[src/shared/sfb_pkg.sv]
package sfb_pkg;
  // ------------------------------------------------------------
  // instruction codes
  // ------------------------------------------------------------
  localparam logic [7:0] OP_DUAL_OUT = 8'h3b;
  localparam logic [7:0] OP_DUAL_IO = 8'hbb;
  localparam logic [7:0] OP_QUAD_OUT = 8'h6b;
  localparam logic [7:0] OP_QUAD_IO = 8'heb;
  localparam logic [7:0] OP_DTR_QIO = 8'hed;
  localparam logic [7:0] OP_ENTER_QPI = 8'h38;
  localparam logic [7:0] OP_EXIT_QPI = 8'hff;
  localparam logic [7:0] OP_EN_RESET = 8'h66;
  localparam logic [7:0] OP_RESET = 8'h99;
  localparam logic [7:0] OP_WREN = 8'h06;
  localparam logic [7:0] OP_WRDI = 8'h04;
  localparam logic [7:0] OP_PROG = 8'h02;
  localparam logic [7:0] OP_QPROG = 8'h32;
  localparam logic [7:0] OP_SECT_ERASE = 8'h20;
  localparam logic [7:0] OP_BLK_ERASE = 8'hd8;
  localparam logic [7:0] OP_CHIP_ERASE = 8'hc7;
  localparam logic [7:0] OP_WRSR = 8'h01;
  localparam logic [7:0] OP_POWER_DOWN = 8'hb9;
  localparam logic [7:0] OP_RELEASE_PD = 8'hab;
  localparam logic [7:0] OP_UNLOCK = 8'h39;

  // ------------------------------------------------------------
  // geometry and timing
  // ------------------------------------------------------------
  localparam int LOCK_BLOCKS = 30;
  localparam int LOCK_SECTORS = 32;
  localparam int LOCK_BITS = LOCK_BLOCKS + LOCK_SECTORS;
  localparam int SYS_CLK_MHZ = 100;
  localparam int SW_RESET_US = 30;
  localparam int RESET_PULSE_MIN_NS = 1000;
  localparam int SW_RESET_CYC = SW_RESET_US * SYS_CLK_MHZ;
  localparam int RESET_PULSE_CYC = (RESET_PULSE_MIN_NS * SYS_CLK_MHZ + 999) / 1000;
  localparam int POWERUP_DELAY_US = 5000;
  localparam int POWERUP_DELAY_CYC = POWERUP_DELAY_US * SYS_CLK_MHZ;
  localparam int INSTR_BITS = 8;
  localparam int QPI_INSTR_CLKS = 2;
  localparam int ADDR_BITS = 24;
  localparam logic [1:0] STRAP_PAUSE = 2'h0;
endpackage

[src/rtl/sfb_front_end.sv]
`timescale 1ns/100ps
// Operation
// - single line: sample input on rising clock, drive output on falling clock.
// - modes 0 and 3 accepted; host parks clock at select edges.
// - dual instructions use lines zero and one bidirectionally.
// - quad instructions use four lines; need quad enable (not checked here: quad opcodes run with it clear).
// - serial or four-line mode only; 38h enters, FFh leaves, reset exits.
// - four-line mode takes instruction in two clocks, serial in eight.
// - four-line mode entry only with quad enable already set.
// - enter command with quad enable clear is ignored.
// - double-rate: instruction on rising, then address and data both edges.
// - pause only with quad enable clear; otherwise pin is line three.
// - pause starts at pause fall if clock low, else next clock fall.
// - pause ends at pause rise if clock low, else next clock fall.
// - while paused: output off, input and clock ignored, state kept.
// - 66h then 99h resets; about 30 us busy, commands refused.
// - pin-role bit: zero pause input, one active-low reset input.
// - reset low restores power-on state, aborts work, refuses commands.
// - hardware reset overrides all inputs; host holds it at least 1 us.
// - dedicated reset pin ignores quad enable and pin-role bit.
// - after power-up, write-related instructions refused for a fixed delay.
// - write latch clear at power-up; needed for writes; cleared on completion.
// - in power-down only the release instruction is obeyed.
// - 62 lock bits set at power-on; locked regions refuse; 39h unlocks one.
// - scheme bit picks status protection or individual locks.
module sfb_front_end #(
  parameter int SwResetCyc = sfb_pkg::SW_RESET_CYC,
  parameter int PowerUpCyc = sfb_pkg::POWERUP_DELAY_CYC
) (
  input wire logic sys_clk,
  input wire logic rst_n,
  input wire logic serialClk,
  input wire logic chipSel_n,
  input wire logic dataLineZeroIn,
  output logic dataLineZeroOut,
  output logic dataLineZeroOe,
  input wire logic dataLineOneIn,
  output logic dataLineOneOut,
  output logic dataLineOneOe,
  input wire logic dataLineTwoIn,
  output logic dataLineTwoOut,
  output logic dataLineTwoOe,
  input wire logic dataLineThreeIn,
  output logic dataLineThreeOut,
  output logic dataLineThreeOe,
  input wire logic dedicatedReset_n,
  input wire logic supplyGood,
  input wire logic quadEnableBit,
  input wire logic pinRoleReset,
  input wire logic protectSchemeSelect,
  input wire logic statusAreaProtected,
  input wire logic opDone,
  input wire logic [7:0] readData,
  output logic readDataTake,
  output logic [7:0] opCode,
  output logic [sfb_pkg::ADDR_BITS-1:0] opAddr,
  output logic opStrobe,
  output logic writeEnableLatch,
  output logic fourLineMode,
  output logic paused,
  output logic powerDown,
  output logic resetBusy,
  output logic writeAllowed,
  output logic [sfb_pkg::LOCK_BITS-1:0] lockBits
);
  import sfb_pkg::*;

  // ------------------------------------------------------------
  // pin synchronisers: change counts once stages two and three agree
  // ------------------------------------------------------------
  localparam int NSYNC = 7;
  logic [NSYNC-1:0] pinRaw;
  logic [NSYNC-1:0] syncA, syncB, syncC, pinStable_r;
  // every data line is synchronised too, so lines sampled together stay aligned with the clock
  assign pinRaw = {dataLineTwoIn, dataLineOneIn, dedicatedReset_n, dataLineThreeIn, dataLineZeroIn,
                   chipSel_n, serialClk};
  always_ff @(posedge sys_clk or negedge rst_n) begin
    if (!rst_n) begin
      syncA <= '1;
      syncB <= '1;
      syncC <= '1;
      pinStable_r <= '1;
    end else begin
      syncA <= pinRaw;
      syncB <= syncA;
      syncC <= syncB;
      pinStable_r <= pinStable_r;
      for (int i = 0; i < NSYNC; i++) begin
        if (syncB[i] == syncC[i]) pinStable_r[i] <= syncC[i];
      end
    end
  end
  logic sClk, csn, din, line1, line2, line3, dedRstn;
  assign {line2, line1, dedRstn, line3, din, csn, sClk} = pinStable_r;
  logic sClk_r, csn_r, line3_r;
  always_ff @(posedge sys_clk or negedge rst_n) begin
    if (!rst_n) begin
      sClk_r <= 1'b1;
      csn_r <= 1'b1;
      line3_r <= 1'b1;
    end else begin
      sClk_r <= sClk;
      csn_r <= csn;
      line3_r <= line3;
    end
  end

  // ------------------------------------------------------------
  // reset sources and pause
  // ------------------------------------------------------------
  // shared pin is reset only with quad enable clear and role bit set
  wire sharedIsReset = !quadEnableBit && pinRoleReset;
  wire pauseAllowed = !quadEnableBit && !pinRoleReset;
  wire hwReset = !dedRstn || (sharedIsReset && !line3);
  wire sClkRise = sClk && !sClk_r;
  wire sClkFall = !sClk && sClk_r;
  wire selected = !csn;
  logic pause_r;
  // pause follows the pin directly when clock is low, else waits a clock fall
  wire pauseWant = pauseAllowed && selected && !line3;
  always_ff @(posedge sys_clk or negedge rst_n) begin
    if (!rst_n) pause_r <= 1'b0;
    else if (hwReset || !selected || !pauseAllowed) pause_r <= 1'b0;
    else if (pauseWant != pause_r && (!sClk || sClkFall)) pause_r <= pauseWant;
  end
  assign paused = pause_r;

  // ------------------------------------------------------------
  // power-up delay and software reset busy counters
  // ------------------------------------------------------------
  logic [31:0] puCnt_r, srCnt_r;
  wire puDone = (puCnt_r == 32'h0);
  logic swResetGo;
  always_ff @(posedge sys_clk or negedge rst_n) begin
    if (!rst_n) begin
      puCnt_r <= 32'(PowerUpCyc);
      srCnt_r <= 32'h0;
    end else begin
      if (!supplyGood) puCnt_r <= 32'(PowerUpCyc);
      else if (!puDone) puCnt_r <= puCnt_r - 32'h1;
      if (swResetGo) srCnt_r <= 32'(SwResetCyc);
      else if (srCnt_r != 32'h0) srCnt_r <= srCnt_r - 32'h1;
    end
  end
  assign resetBusy = (srCnt_r != 32'h0) || hwReset;
  // any of these wipes instruction and mode state
  wire stateClear = hwReset || !supplyGood || swResetGo;

  // ------------------------------------------------------------
  // instruction sequencer
  // ------------------------------------------------------------
  typedef enum logic [3:0] {
    SFB_IDLE = 4'b0001,
    SFB_OPC = 4'b0010,
    SFB_ADDR = 4'b0100,
    SFB_DATA = 4'b1000
  } sfb_state_e;
  sfb_state_e st_r, st_nxt;
  logic [7:0] shift_r;
  logic [5:0] bitCnt_r;
  logic [7:0] op_r;
  logic [ADDR_BITS-1:0] addr_r;
  logic qpi_r, wel_r, pd_r, rstArm_r, dtr_r;
  logic [1:0] width_r; // 0 single, 1 dual, 2 quad
  logic [7:0] out_r;

  // line width after the opcode is known
  function automatic logic [1:0] op_width(input logic [7:0] op, input logic four_line_instruction_mode);
    if (four_line_instruction_mode) return 2'h2;
    else if (op == OP_QUAD_OUT || op == OP_QUAD_IO || op == OP_DTR_QIO) return 2'h2;
    else if (op == OP_DUAL_OUT || op == OP_DUAL_IO) return 2'h1;
    else return 2'h0;
  endfunction
  function automatic logic is_write_op(input logic [7:0] op);
    return op == OP_PROG || op == OP_QPROG || op == OP_SECT_ERASE ||
      op == OP_BLK_ERASE || op == OP_CHIP_ERASE || op == OP_WRSR || op == OP_UNLOCK;
  endfunction

  wire [3:0] lineIn = {line3, line2, line1, din};
  wire active = selected && !pause_r && !resetBusy && puCnt_r != PowerUpCyc;
  // opcode only on rising edges; double-rate address falls only after its first rise
  wire dtrFall = dtr_r && st_r == SFB_ADDR && bitCnt_r != 6'h0 && sClkFall;
  wire capEdge = active && (sClkRise || dtrFall);
  wire [1:0] inW = (st_r == SFB_OPC) ? (qpi_r ? 2'h2 : 2'h0) : width_r;
  wire [7:0] shiftNxt = (inW == 2'h2) ? {shift_r[3:0], lineIn} :
                        (inW == 2'h1) ? {shift_r[5:0], lineIn[1:0]} : {shift_r[6:0], din};
  // address gathers whole, at the line width in use
  wire [ADDR_BITS-1:0] addrNxt = (inW == 2'h2) ? {addr_r[ADDR_BITS-5:0], lineIn} :
                                 (inW == 2'h1) ? {addr_r[ADDR_BITS-3:0], lineIn[1:0]} :
                                 {addr_r[ADDR_BITS-2:0], din};
  wire [5:0] step = (inW == 2'h2) ? 6'h4 : (inW == 2'h1) ? 6'h2 : 6'h1;
  wire [5:0] bitNxt = bitCnt_r + step;
  wire opcDone = st_r == SFB_OPC && capEdge && bitNxt == 6'(INSTR_BITS);
  // the opcode, not the mode, decides whether an address follows
  wire needsAddr = op_width(shiftNxt, 1'b0) != 2'h0 || is_write_op(shiftNxt);
  wire opAccept = opcDone && (!pd_r || shiftNxt == OP_RELEASE_PD);
  wire writeOk = puDone && wel_r;
  assign swResetGo = opAccept && rstArm_r && shiftNxt == OP_RESET;

  // next state
  always_comb begin
    st_nxt = st_r;
    unique case (st_r)
      SFB_IDLE: if (active && csn_r) st_nxt = SFB_OPC;
      SFB_OPC: if (opcDone) st_nxt = (opAccept && needsAddr) ? SFB_ADDR : SFB_DATA;
      SFB_ADDR: if (capEdge && bitNxt == 6'(ADDR_BITS)) st_nxt = SFB_DATA;
      SFB_DATA: st_nxt = SFB_DATA;
    endcase
  end

  always_ff @(posedge sys_clk or negedge rst_n) begin
    if (!rst_n) begin
      st_r <= SFB_IDLE;
      shift_r <= 8'h0;
      bitCnt_r <= 6'h0;
      op_r <= 8'h0;
      addr_r <= '0;
      width_r <= 2'h0;
      dtr_r <= 1'b0;
    end else if (stateClear || csn) begin
      st_r <= SFB_IDLE;
      bitCnt_r <= 6'h0;
      dtr_r <= 1'b0;
      width_r <= 2'h0;
    end else begin
      st_r <= (st_r == SFB_IDLE && !csn_r) ? SFB_OPC : st_nxt;
      if (capEdge && st_r != SFB_DATA) begin
        shift_r <= shiftNxt;
        bitCnt_r <= (opcDone || st_nxt == SFB_DATA) ? 6'h0 : bitNxt;
        if (st_r == SFB_ADDR) addr_r <= addrNxt;
      end
      if (opcDone) begin
        op_r <= shiftNxt;
        width_r <= op_width(shiftNxt, qpi_r);
        dtr_r <= shiftNxt == OP_DTR_QIO;
      end
    end
  end

  // ------------------------------------------------------------
  // mode, latch, power-down and reset arming
  // ------------------------------------------------------------
  always_ff @(posedge sys_clk or negedge rst_n) begin
    if (!rst_n) begin
      qpi_r <= 1'b0;
      wel_r <= 1'b0;
      pd_r <= 1'b0;
      rstArm_r <= 1'b0;
    end else if (stateClear) begin
      qpi_r <= 1'b0;
      wel_r <= 1'b0;
      pd_r <= 1'b0;
      rstArm_r <= 1'b0;
    end else begin
      if (opDone) wel_r <= 1'b0;
      if (opAccept) begin
        rstArm_r <= shiftNxt == OP_EN_RESET;
        if (shiftNxt == OP_ENTER_QPI && quadEnableBit) qpi_r <= 1'b1;
        if (shiftNxt == OP_EXIT_QPI) qpi_r <= 1'b0;
        if (shiftNxt == OP_WREN && puDone) wel_r <= 1'b1;
        if (shiftNxt == OP_WRDI) wel_r <= 1'b0;
        if (shiftNxt == OP_POWER_DOWN) pd_r <= 1'b1;
        if (shiftNxt == OP_RELEASE_PD) pd_r <= 1'b0;
      end
    end
  end
  assign writeEnableLatch = wel_r;
  assign fourLineMode = qpi_r;
  assign powerDown = pd_r;
  assign writeAllowed = writeOk;

  // ------------------------------------------------------------
  // individual locks: all set at power-on, unlock by 39h
  // ------------------------------------------------------------
  wire addrDone = st_r == SFB_ADDR && st_nxt == SFB_DATA;
  wire [ADDR_BITS-1:0] addrFull = addrNxt;
  wire [4:0] blockIdx = addrFull[20:16];
  wire edgeBlock = blockIdx == 5'h0 || blockIdx == 5'h1f;
  // top block sectors follow bottom ones in the lock vector
  wire [5:0] lockIdx = edgeBlock ? 6'(LOCK_BLOCKS) + {blockIdx[4], addrFull[15:12]} :
                                   6'(blockIdx - 5'h1);
  always_ff @(posedge sys_clk or negedge rst_n) begin
    if (!rst_n) lockBits <= '1;
    else if (stateClear) lockBits <= '1;
    else if (addrDone && op_r == OP_UNLOCK && writeOk) lockBits[lockIdx] <= 1'b0;
  end
  // scheme bit picks which protection gates the array write
  wire regionLocked = protectSchemeSelect ? lockBits[lockIdx] : statusAreaProtected;
  always_ff @(posedge sys_clk or negedge rst_n) begin
    if (!rst_n) begin
      opStrobe <= 1'b0;
      opCode <= 8'h0;
      opAddr <= '0;
    end else begin
      opStrobe <= 1'b0;
      if (addrDone && op_r != OP_UNLOCK && (!is_write_op(op_r) || (writeOk && !regionLocked))) begin
        opStrobe <= 1'b1;
        opCode <= op_r;
        opAddr <= addrFull;
      end else if (opAccept && !needsAddr) begin
        opStrobe <= 1'b1;
        opCode <= shiftNxt;
      end
    end
  end

  // ------------------------------------------------------------
  // read data out: shifted on falling clock (both edges in double-rate), off while paused
  // ------------------------------------------------------------
  logic [3:0] oe_r;
  wire outEdge = active && st_r == SFB_DATA && (sClkFall || (dtr_r && sClkRise));
  logic [5:0] outCnt_r;
  // one fetch per byte, at the edge that starts it
  wire outLoad = outEdge && outCnt_r == 6'h0;
  assign readDataTake = outLoad;
  always_ff @(posedge sys_clk or negedge rst_n) begin
    if (!rst_n) begin
      out_r <= 8'h0;
      oe_r <= 4'h0;
      outCnt_r <= 6'h0;
    end else if (csn || stateClear) begin
      oe_r <= 4'h0;
      outCnt_r <= 6'h0;
    end else if (pause_r) begin
      oe_r <= 4'h0;
    end else if (outEdge) begin
      out_r <= (outCnt_r == 6'h0) ? readData : (width_r == 2'h2) ? {out_r[3:0], 4'h0} :
               (width_r == 2'h1) ? {out_r[5:0], 2'h0} : {out_r[6:0], 1'b0};
      outCnt_r <= (outCnt_r + step >= 6'(INSTR_BITS)) ? 6'h0 : outCnt_r + step;
      oe_r <= (width_r == 2'h2) ? 4'hf : (width_r == 2'h1) ? 4'h3 : 4'h2;
    end
  end
  wire [7:0] outVal = out_r;
  assign dataLineZeroOut = (width_r == 2'h0) ? 1'b0 : (width_r == 2'h1) ? outVal[6] : outVal[4];
  assign dataLineOneOut = (width_r == 2'h0) ? outVal[7] : (width_r == 2'h1) ? outVal[7] : outVal[5];
  assign dataLineTwoOut = outVal[6];
  assign dataLineThreeOut = outVal[7];
  assign {dataLineThreeOe, dataLineTwoOe, dataLineOneOe, dataLineZeroOe} = oe_r;

  // ------------------------------------------------------------
  // checks
  // ------------------------------------------------------------
  a_qpi_needs_qe: assert property (@(posedge sys_clk) disable iff (!rst_n)
    $rose(qpi_r) |-> quadEnableBit) else $error("four-line mode entered without quad enable");
  a_pause_tristate: assert property (@(posedge sys_clk) disable iff (!rst_n)
    pause_r |=> oe_r == 4'h0) else $error("output driven while paused");
  a_pause_qe_off: assert property (@(posedge sys_clk) disable iff (!rst_n)
    quadEnableBit |-> ##1 !pause_r) else $error("pause with quad enable set");
  a_wel_needs_pu: assert property (@(posedge sys_clk) disable iff (!rst_n)
    $rose(wel_r) |-> $past(puDone)) else $error("write latch set during power-up delay");
  a_swreset_clear: assert property (@(posedge sys_clk) disable iff (!rst_n)
    swResetGo |=> !qpi_r && resetBusy) else $error("software reset incomplete");
  a_hwreset_mode: assert property (@(posedge sys_clk) disable iff (!rst_n)
    hwReset |=> !qpi_r && !wel_r && st_r == SFB_IDLE) else $error("hardware reset ignored");
  a_cs_discard: assert property (@(posedge sys_clk) disable iff (!rst_n)
    csn |=> st_r == SFB_IDLE) else $error("instruction kept after select release");
  a_pd_only_release: assert property (@(posedge sys_clk) disable iff (!rst_n)
    pd_r && opcDone && shiftNxt != OP_RELEASE_PD |=> !opStrobe) else $error("command in power-down");
endmodule

[config.mk]
export PLATFORM = sky130hd
export DESIGN_NAME = sfb_front_end
export DESIGN_NICKNAME = d
export VERILOG_FILES = /design/src/shared/sfb_pkg.sv /design/src/rtl/sfb_front_end.sv
export SDC_FILE = /design/constraint.sdc
export NUM_CORES = 1
export LEC_CHECK = 0
export BUFFER_PORTS_ARGS = -buffer_cell sky130_fd_sc_hd__buf_2
export CAP_MARGIN = 20
export CORE_UTILIZATION = 35
export DETAILED_ROUTE_END_ITERATION = 6
export PLACE_DENSITY = 0.5
export SYNTH_ARGS = -nofsm -noshare
export SYNTH_HDL_FRONTEND = slang
export SYNTH_SLANG_ARGS = --single-unit
[constraint.sdc]
create_clock -name sys_clk -period 7.3 [get_ports sys_clk]
set_input_delay 0.365 -clock sys_clk [delete_from_list [all_inputs] [get_ports sys_clk]]
set_output_delay 0.365 -clock sys_clk [all_outputs]
set_load 0.1 [all_outputs]
==> impl_metrics.env, run 1 <==
export IMPL_status="finished with violations"
export IMPL_violations="DRC"
export IMPL_crit_top_cell="buf_4"
export IMPL_synth_most_common_cell="nand2_1"
export IMPL_initial_utilization=0.355
export IMPL_slowest_stage="and4_1"
export IMPL_powerDensity_nw_per_um2=207
export IMPL_ys_warn_count=0
export IMPL_gp_congestion=0.872
export IMPL_tritoncts="done"
export IMPL_relSlewSlack=0.297
export IMPL_overflow=0
export IMPL_drt_wl_total_um=35100
export IMPL_htree_levels=1
export IMPL_numPlacedInstances=1933
export IMPL_ant_nets=0
export IMPL_synthTopCellsByCount="nand2_1 (186), dfrtp_1 (162), o21ai_0 (146)"
export IMPL_seq_area_um2=6680
export IMPL_critPathBufInv=4
export IMPL_cpLargestDelayFamily="simple AND/OR/NAND/NOR gates"
export IMPL_io_pins=133
export IMPL_cp_max_fo=32
export IMPL_cp_cell_sequence="nor4b_1 -> buf_4 -> nor2_1 -> a21oi_1 -> ha_1 -> mux2i_1 -> o21ai_1 -> inv_1 -> ha_1 -> or4b_1 -> and4_1 -> buf_4 -> mux2i_1 -> o22ai_1 -> nor2_1 -> o22ai_1 -> o41ai_4 -> buf_4 -> mux2_2"
export IMPL_drtPass1Iterations=7
export IMPL_fin_setup_tns_ps=0
export IMPL_dieWidth_um=197
export IMPL_via_per_inst=5.15
export IMPL_synth_top_area_frac=0.305
export IMPL_coreArea_um2=37500
export IMPL_synth_cell_types=83
export IMPL_slew_violations=0
export IMPL_cts_made_buffers=31
export IMPL_rsz0062_at_grt="false"
export IMPL_instances_no_fill=2003
export IMPL_clock_sinks=262
export IMPL_cp_end_kind="flop"
export IMPL_hpwl_um=24400
export IMPL_syn_mean_instance_area_um2=9.97
export IMPL_drt_iter0_drc=535
export IMPL_p_leak_uw=0.00672
export IMPL_hold_path_class="input pin to flop"
export IMPL_nets=1510
export IMPL_period_share=0.898
export IMPL_setup_viol=0
export IMPL_synth_area_leaders="dfrtp_1 (31%), dfstp_2 (20%), o21ai_0 (5.5%)"
export IMPL_cts_setup_buffers=0
export IMPL_routedWlPerCell_um=17.5
export IMPL_io_buffers=132
export IMPL_ctsRootBufferMaster="clkbuf_16"
export IMPL_yosys_most_used_dff="dfrtp_1"
export IMPL_antenna_found_initial=1
export IMPL_synth_seq_cells=262
export IMPL_syn_inst=1333
export IMPL_min_period_ps=6550
export IMPL_cts_resized=0
export IMPL_grt_first_pass_wirelength_um=56600
export IMPL_clk_latency_ps=590
export IMPL_synth_seq_area_share=0.503
export IMPL_worst_pin_slew_ps=1050
export IMPL_track_usage=0.183
export IMPL_syn_area_um2=13300
export IMPL_multi_input_area_um2=6210
export IMPL_startpoint="st_r[2]"
export IMPL_yosysTopAreaCell="dfrtp_1"
export IMPL_syn_num_nets=1377
export IMPL_fillers=3696
export IMPL_hold_violations=0
export IMPL_grt_pass1_vias=10000
export IMPL_cpPeakStageDelay_ps=890
export IMPL_grt_max_degree=162
export IMPL_vias=10300
export IMPL_crit_type="flop to flop"
export IMPL_max_cap_viol_count=0
export IMPL_die_area_um2=38800
export IMPL_hp_start="quadEnableBit"
export IMPL_skew_ps=22.5
export IMPL_holdWs_ps=23.9
export IMPL_rows=71
export IMPL_hold_buffers=10
export IMPL_area_growth_syn_to_layout_pct=17.9
export IMPL_r2r_start="st_r[2]"
export IMPL_die_h_um=197
export IMPL_drive_above_1_share=0.237
export IMPL_cp_arrival_ps=7010
export IMPL_start_kind="flop"
export IMPL_required_ps=7760
export IMPL_synth_edf_count=0
export IMPL_clk_pin_slew_worst_paths_ps=60
export IMPL_async_reset_ff_frac=1.00
export IMPL_drc=2
export IMPL_fmax_mhz=153
export IMPL_ir_worst_vdd_mv=0.171
export IMPL_cts_buffer_depth=3
==> kinds of logic (layout without fill, tap and decap cells) <==
group                    Yosys count  after routing  share of synthesized area
AND/OR/NAND/NOR                  495            495                      0.184
multiplexers                     107            107                     0.0866
AO/OA/AOI/OAI                    296            296                      0.135
flip-flops                       262            262                      0.503
buffers and inverters             93            251                     0.0308
other                              0              1                          0
adder cells (fa/ha/maj)           28             28                     0.0262
XOR/XNOR                          52             52                     0.0343
==> placed cells by master (no fill, tap or decap), drive strengths merged, types with 30 or more instances in the layout <==
cell	count
o21ai	150
inv	37
mux2	37
xnor2	30
buf	149
dfrtp	162
a21oi	56
nand2	186
clkbuf	41
mux2i	70
nor2	90
dfstp	100
nor3	37
==> report_power, final <==
| part | internal (uW) | switching (uW) |
|---|---|---|
| registers | 1480 | 20.9 |
| clock network | 960 | 651 |
| logic | 43.0 | 77.4 |
| total | 2490 | 749 |
==> worst paths after layout <==
| kind | to | slack (ps) | depth (start not counted) |
|---|---|---|---|
| worst min register to register | syncB[4] | 360 | 0 |
| min in group asynchronous | outVal[1] | 380 | 2 |
| worst max register to register | opAddr[23] | 750 | 19 |
| max in group asynchronous | puCnt_r[9] | 5600 | 3 |
| worst max-delay path | opAddr[23] | 750 | 19 |
| worst min-delay path | paused | 20 | 2 |
==> worst register-to-register path, cell delays in order, from the launching register on <==
cell,delay (ps)
dfrtp_1,460
nor4b_1,350
buf_4,190
nor2_1,40
a21oi_1,300
ha_1,550
mux2i_1,140
o21ai_1,430
inv_1,190
ha_1,330
or4b_1,170
and4_1,890
buf_4,350
mux2i_1,220
o22ai_1,110
nor2_1,140
o22ai_1,210
o41ai_4,420
buf_4,500
mux2_2,430
==> final cells by class <==
class	count	share of cell area
Tap cell	511	0.0408
Timing Repair Buffer	159	0.0588
Sequential cell	262	0.426
Inverter	34	0.00815
Antenna cell	1	0.000160
Multi-Input combinational cell	978	0.396
Clock inverter	17	0.0108
Clock buffer	41	0.0585
==> flip-flops by register name (all words and copies together) (netlist names), 2 cells and up <==
signal / flops
lockBits: 62
puCnt_r: 32
srCnt_r: 32
opAddr: 24
addr_r: 23
opCode: 8
op_r: 8
outVal: 8
pinStable_r: 7
shift_r: 7
syncA: 7
syncB: 7
syncC: 7
bitCnt_r: 6
outCnt_r: 6
st_r: 4
oe_r: 3
width_r: 2
==> routing by layer <==
| metal | vias to the layer above | track usage | routed length, um |
|---|---|---|---|
| li1 | 5012 | - | - |
| met1 | 5077 | 0.263 | 17400 |
| met2 | 178 | 0.283 | 15700 |
| met3 | 52 | 0.0246 | 1100 |
| met4 | 0 | 0.0600 | 1020 |
| met5 | - | 0 | 0 |
==> stage by stage <==
stage                     utilization  cell area, um2  setup WS [ps]  power (uW)
after floorplan                     -           13300           2150        1580
after global placement          0.386           14500           1070        1650
after detailed placement        0.386           14500            789        1650
after CTS                       0.418           15700            721        3290
after global routing            0.418           15700            384        3370
final                           0.418           15700            747        3240
(Power assumes the default switching activity.)
==> run 2: changes to the inputs <==
==> constraint.sdc (replaced) <==
create_clock -name sys_clk -period 7.3 [get_ports sys_clk]
set_input_delay 1.46 -clock sys_clk [delete_from_list [all_inputs] [get_ports sys_clk]]
set_output_delay 1.46 -clock sys_clk [all_outputs]
set_load 0.1 [all_outputs]
==> run 2 against run 1 <==
Compared with the run above: the run still ends with DRC left; clock skew decreased by 2.2 ps; power shrank 1.6%; routed wire length rose by 0.47%; die area did not move; critical endpoint unchanged; highest routed layer unchanged.
==> impl_metrics.env, run 2 (same netlist as run 1, synthesis figures left out) <==
export IMPL_clk_latency_ps=580
export IMPL_ctsRootBufferMaster="clkbuf_16"
export IMPL_initial_utilization=0.355
export IMPL_antenna_found_initial=1
export IMPL_multi_input_area_um2=6210
export IMPL_rows=71
export IMPL_max_cap_viol_count=0
export IMPL_regToRegSetupSlack_ps=1060
export IMPL_startpoint="st_r[2]"
export IMPL_violations="DRC"
export IMPL_hold_path_class="flop to flop"
export IMPL_reg2reg_depth=19
export IMPL_skew_ps=20.3
export IMPL_drt_wl_total_um=35300
export IMPL_p_leak_uw=0.00665
export IMPL_hold_buffers=0
export IMPL_fmax_mhz=160
export IMPL_nets=1499
export IMPL_clk_pin_slew_worst_paths_ps=60
export IMPL_dieWidth_um=197
export IMPL_drtPass1Iterations=7
export IMPL_io_buffers=132
export IMPL_routedWlPerCell_um=17.7
export IMPL_cp_max_fo=32
export IMPL_coreArea_um2=37500
export IMPL_start_kind="flop"
export IMPL_largest_register_ffs=62
export IMPL_period_share=0.855
export IMPL_fin_setup_tns_ps=0
export IMPL_cp_end_kind="flop"
export IMPL_min_period_ps=6240
export IMPL_io_pins=133
export IMPL_grt_first_pass_wirelength_um=56600
export IMPL_track_usage=0.183
export IMPL_die_area_um2=38800
export IMPL_cts_buffer_depth=3
export IMPL_relSlewSlack=0.313
export IMPL_layout_commonest_cell="nand2_1"
export IMPL_rsz0062_at_grt="false"
export IMPL_fillers=3744
export IMPL_r2r_start="st_r[2]"
export IMPL_largestRegisters="lockBits: 62 flops, puCnt_r: 32 flops, srCnt_r: 32 flops"
export IMPL_htree_levels=1
export IMPL_r2r_end="opAddr[23]"
export IMPL_via_per_inst=5.17
export IMPL_ant_nets=0
export IMPL_crit_type="flop to flop"
export IMPL_vias=10300
export IMPL_power_uw=3180
export IMPL_clock_sinks=262
export IMPL_tritoncts="done"
export IMPL_hold_violations=0
export IMPL_grt_max_degree=129
export IMPL_worst_pin_slew_ps=1010
export IMPL_status="finished with violations"
export IMPL_endpoint="opAddr[23]"
export IMPL_overflow=0
export IMPL_grt_pass1_vias=9856
export IMPL_top_register="lockBits"
export IMPL_seq_area_um2=6680
export IMPL_drive_above_1_share=0.233
export IMPL_area_growth_syn_to_layout_pct=16.7
export IMPL_cts_resized=0
export IMPL_layout_common_cells="nand2_1 (186), dfrtp_1 (162), o21ai_0 (146), buf_2 (131), dfstp_2 (100)"
export IMPL_cts_setup_buffers=0
export IMPL_ir_worst_vdd_mv=0.172
export IMPL_cp_arrival_ps=6700
export IMPL_drt_iter0_drc=577
export IMPL_powerDensity_nw_per_um2=205
export IMPL_slew_violations=0
export IMPL_gp_congestion=0.890
export IMPL_hpwl_um=24700
export IMPL_cts_made_buffers=30
export IMPL_setup_viol=0
export IMPL_drc=2
export IMPL_die_h_um=197
export IMPL_required_ps=7750
[run 2: worst min path at each step]
stage	cells after the start	end	from
3_3_place_gp	0	syncB[4]	syncA[4]
6_report	0	syncB[4]	syncA[4]
2_1_floorplan	0	syncB[0]	syncA[0]
5_1_grt	0	syncB[6]	syncA[6]
4_1_cts	0	syncB[4]	syncA[4]
3_5_place_dp	0	syncB[6]	syncA[6]
[run 2: power by group]
part / leakage (uW) / internal, uW / switching, uW
clock network: 0.000501 / 942 / 621
registers: 0.00320 / 1480 / 21.3
logic: 0.00295 / 38.8 / 76.5
total: 0.00665 / 2470 / 719
[run 2: layer usage]
| metal | up-vias | GRT usage | wire, um |
|---|---|---|---|
| li1 | 4992 | - | - |
| met4 | 0 | 0.0468 | 844 |
| met2 | 214 | 0.281 | 16000 |
| met5 | - | 0 | 0 |
| met3 | 46 | 0.0281 | 1480 |
| met1 | 5038 | 0.267 | 17000 |
[run 2: final cells by class]
| cell class | count | area share |
|---|---|---|
| antenna | 1 | 0.000161 |
| clock buffer | 43 | 0.0541 |
| clock inverter | 12 | 0.0123 |
| inverter | 34 | 0.00823 |
| multi-input combinational | 978 | 0.400 |
| sequential | 262 | 0.431 |
| tap | 511 | 0.0412 |
| timing repair buffer | 149 | 0.0531 |
[run 2: worst max-delay path, cell delays in order (launching register included)]
cell	delay (ps)
dfrtp_1	450
nor4b_1	330
buf_4	180
nor2_1	40
a21oi_1	300
ha_1	540
mux2i_1	140
o21ai_1	460
inv_1	180
ha_1	330
or4b_1	160
and4_1	870
buf_4	350
mux2i_1	230
o22ai_1	100
nor2_1	130
o22ai_1	170
o41ai_4	450
buf_12	270
mux2_2	360
[run 2: through the flow]
| stage | instance area [um2] | std cells | utilization | setup slack (ps) | hold slack (ps) |
|---|---|---|---|---|---|
| 6_report | 15500 | 1990 | 0.414 | 1060 | 356 |
| 5_1_grt | 15500 | 1990 | 0.414 | 584 | 361 |
| 4_1_cts | 15500 | 1988 | 0.413 | 1050 | 358 |
| 3_5_place_dp | 14500 | 1933 | 0.386 | 1090 | 348 |
| 3_3_place_gp | 14500 | 1933 | 0.386 | 1290 | 347 |
| 2_1_floorplan | 13300 | 1333 | - | 2150 | 345 |
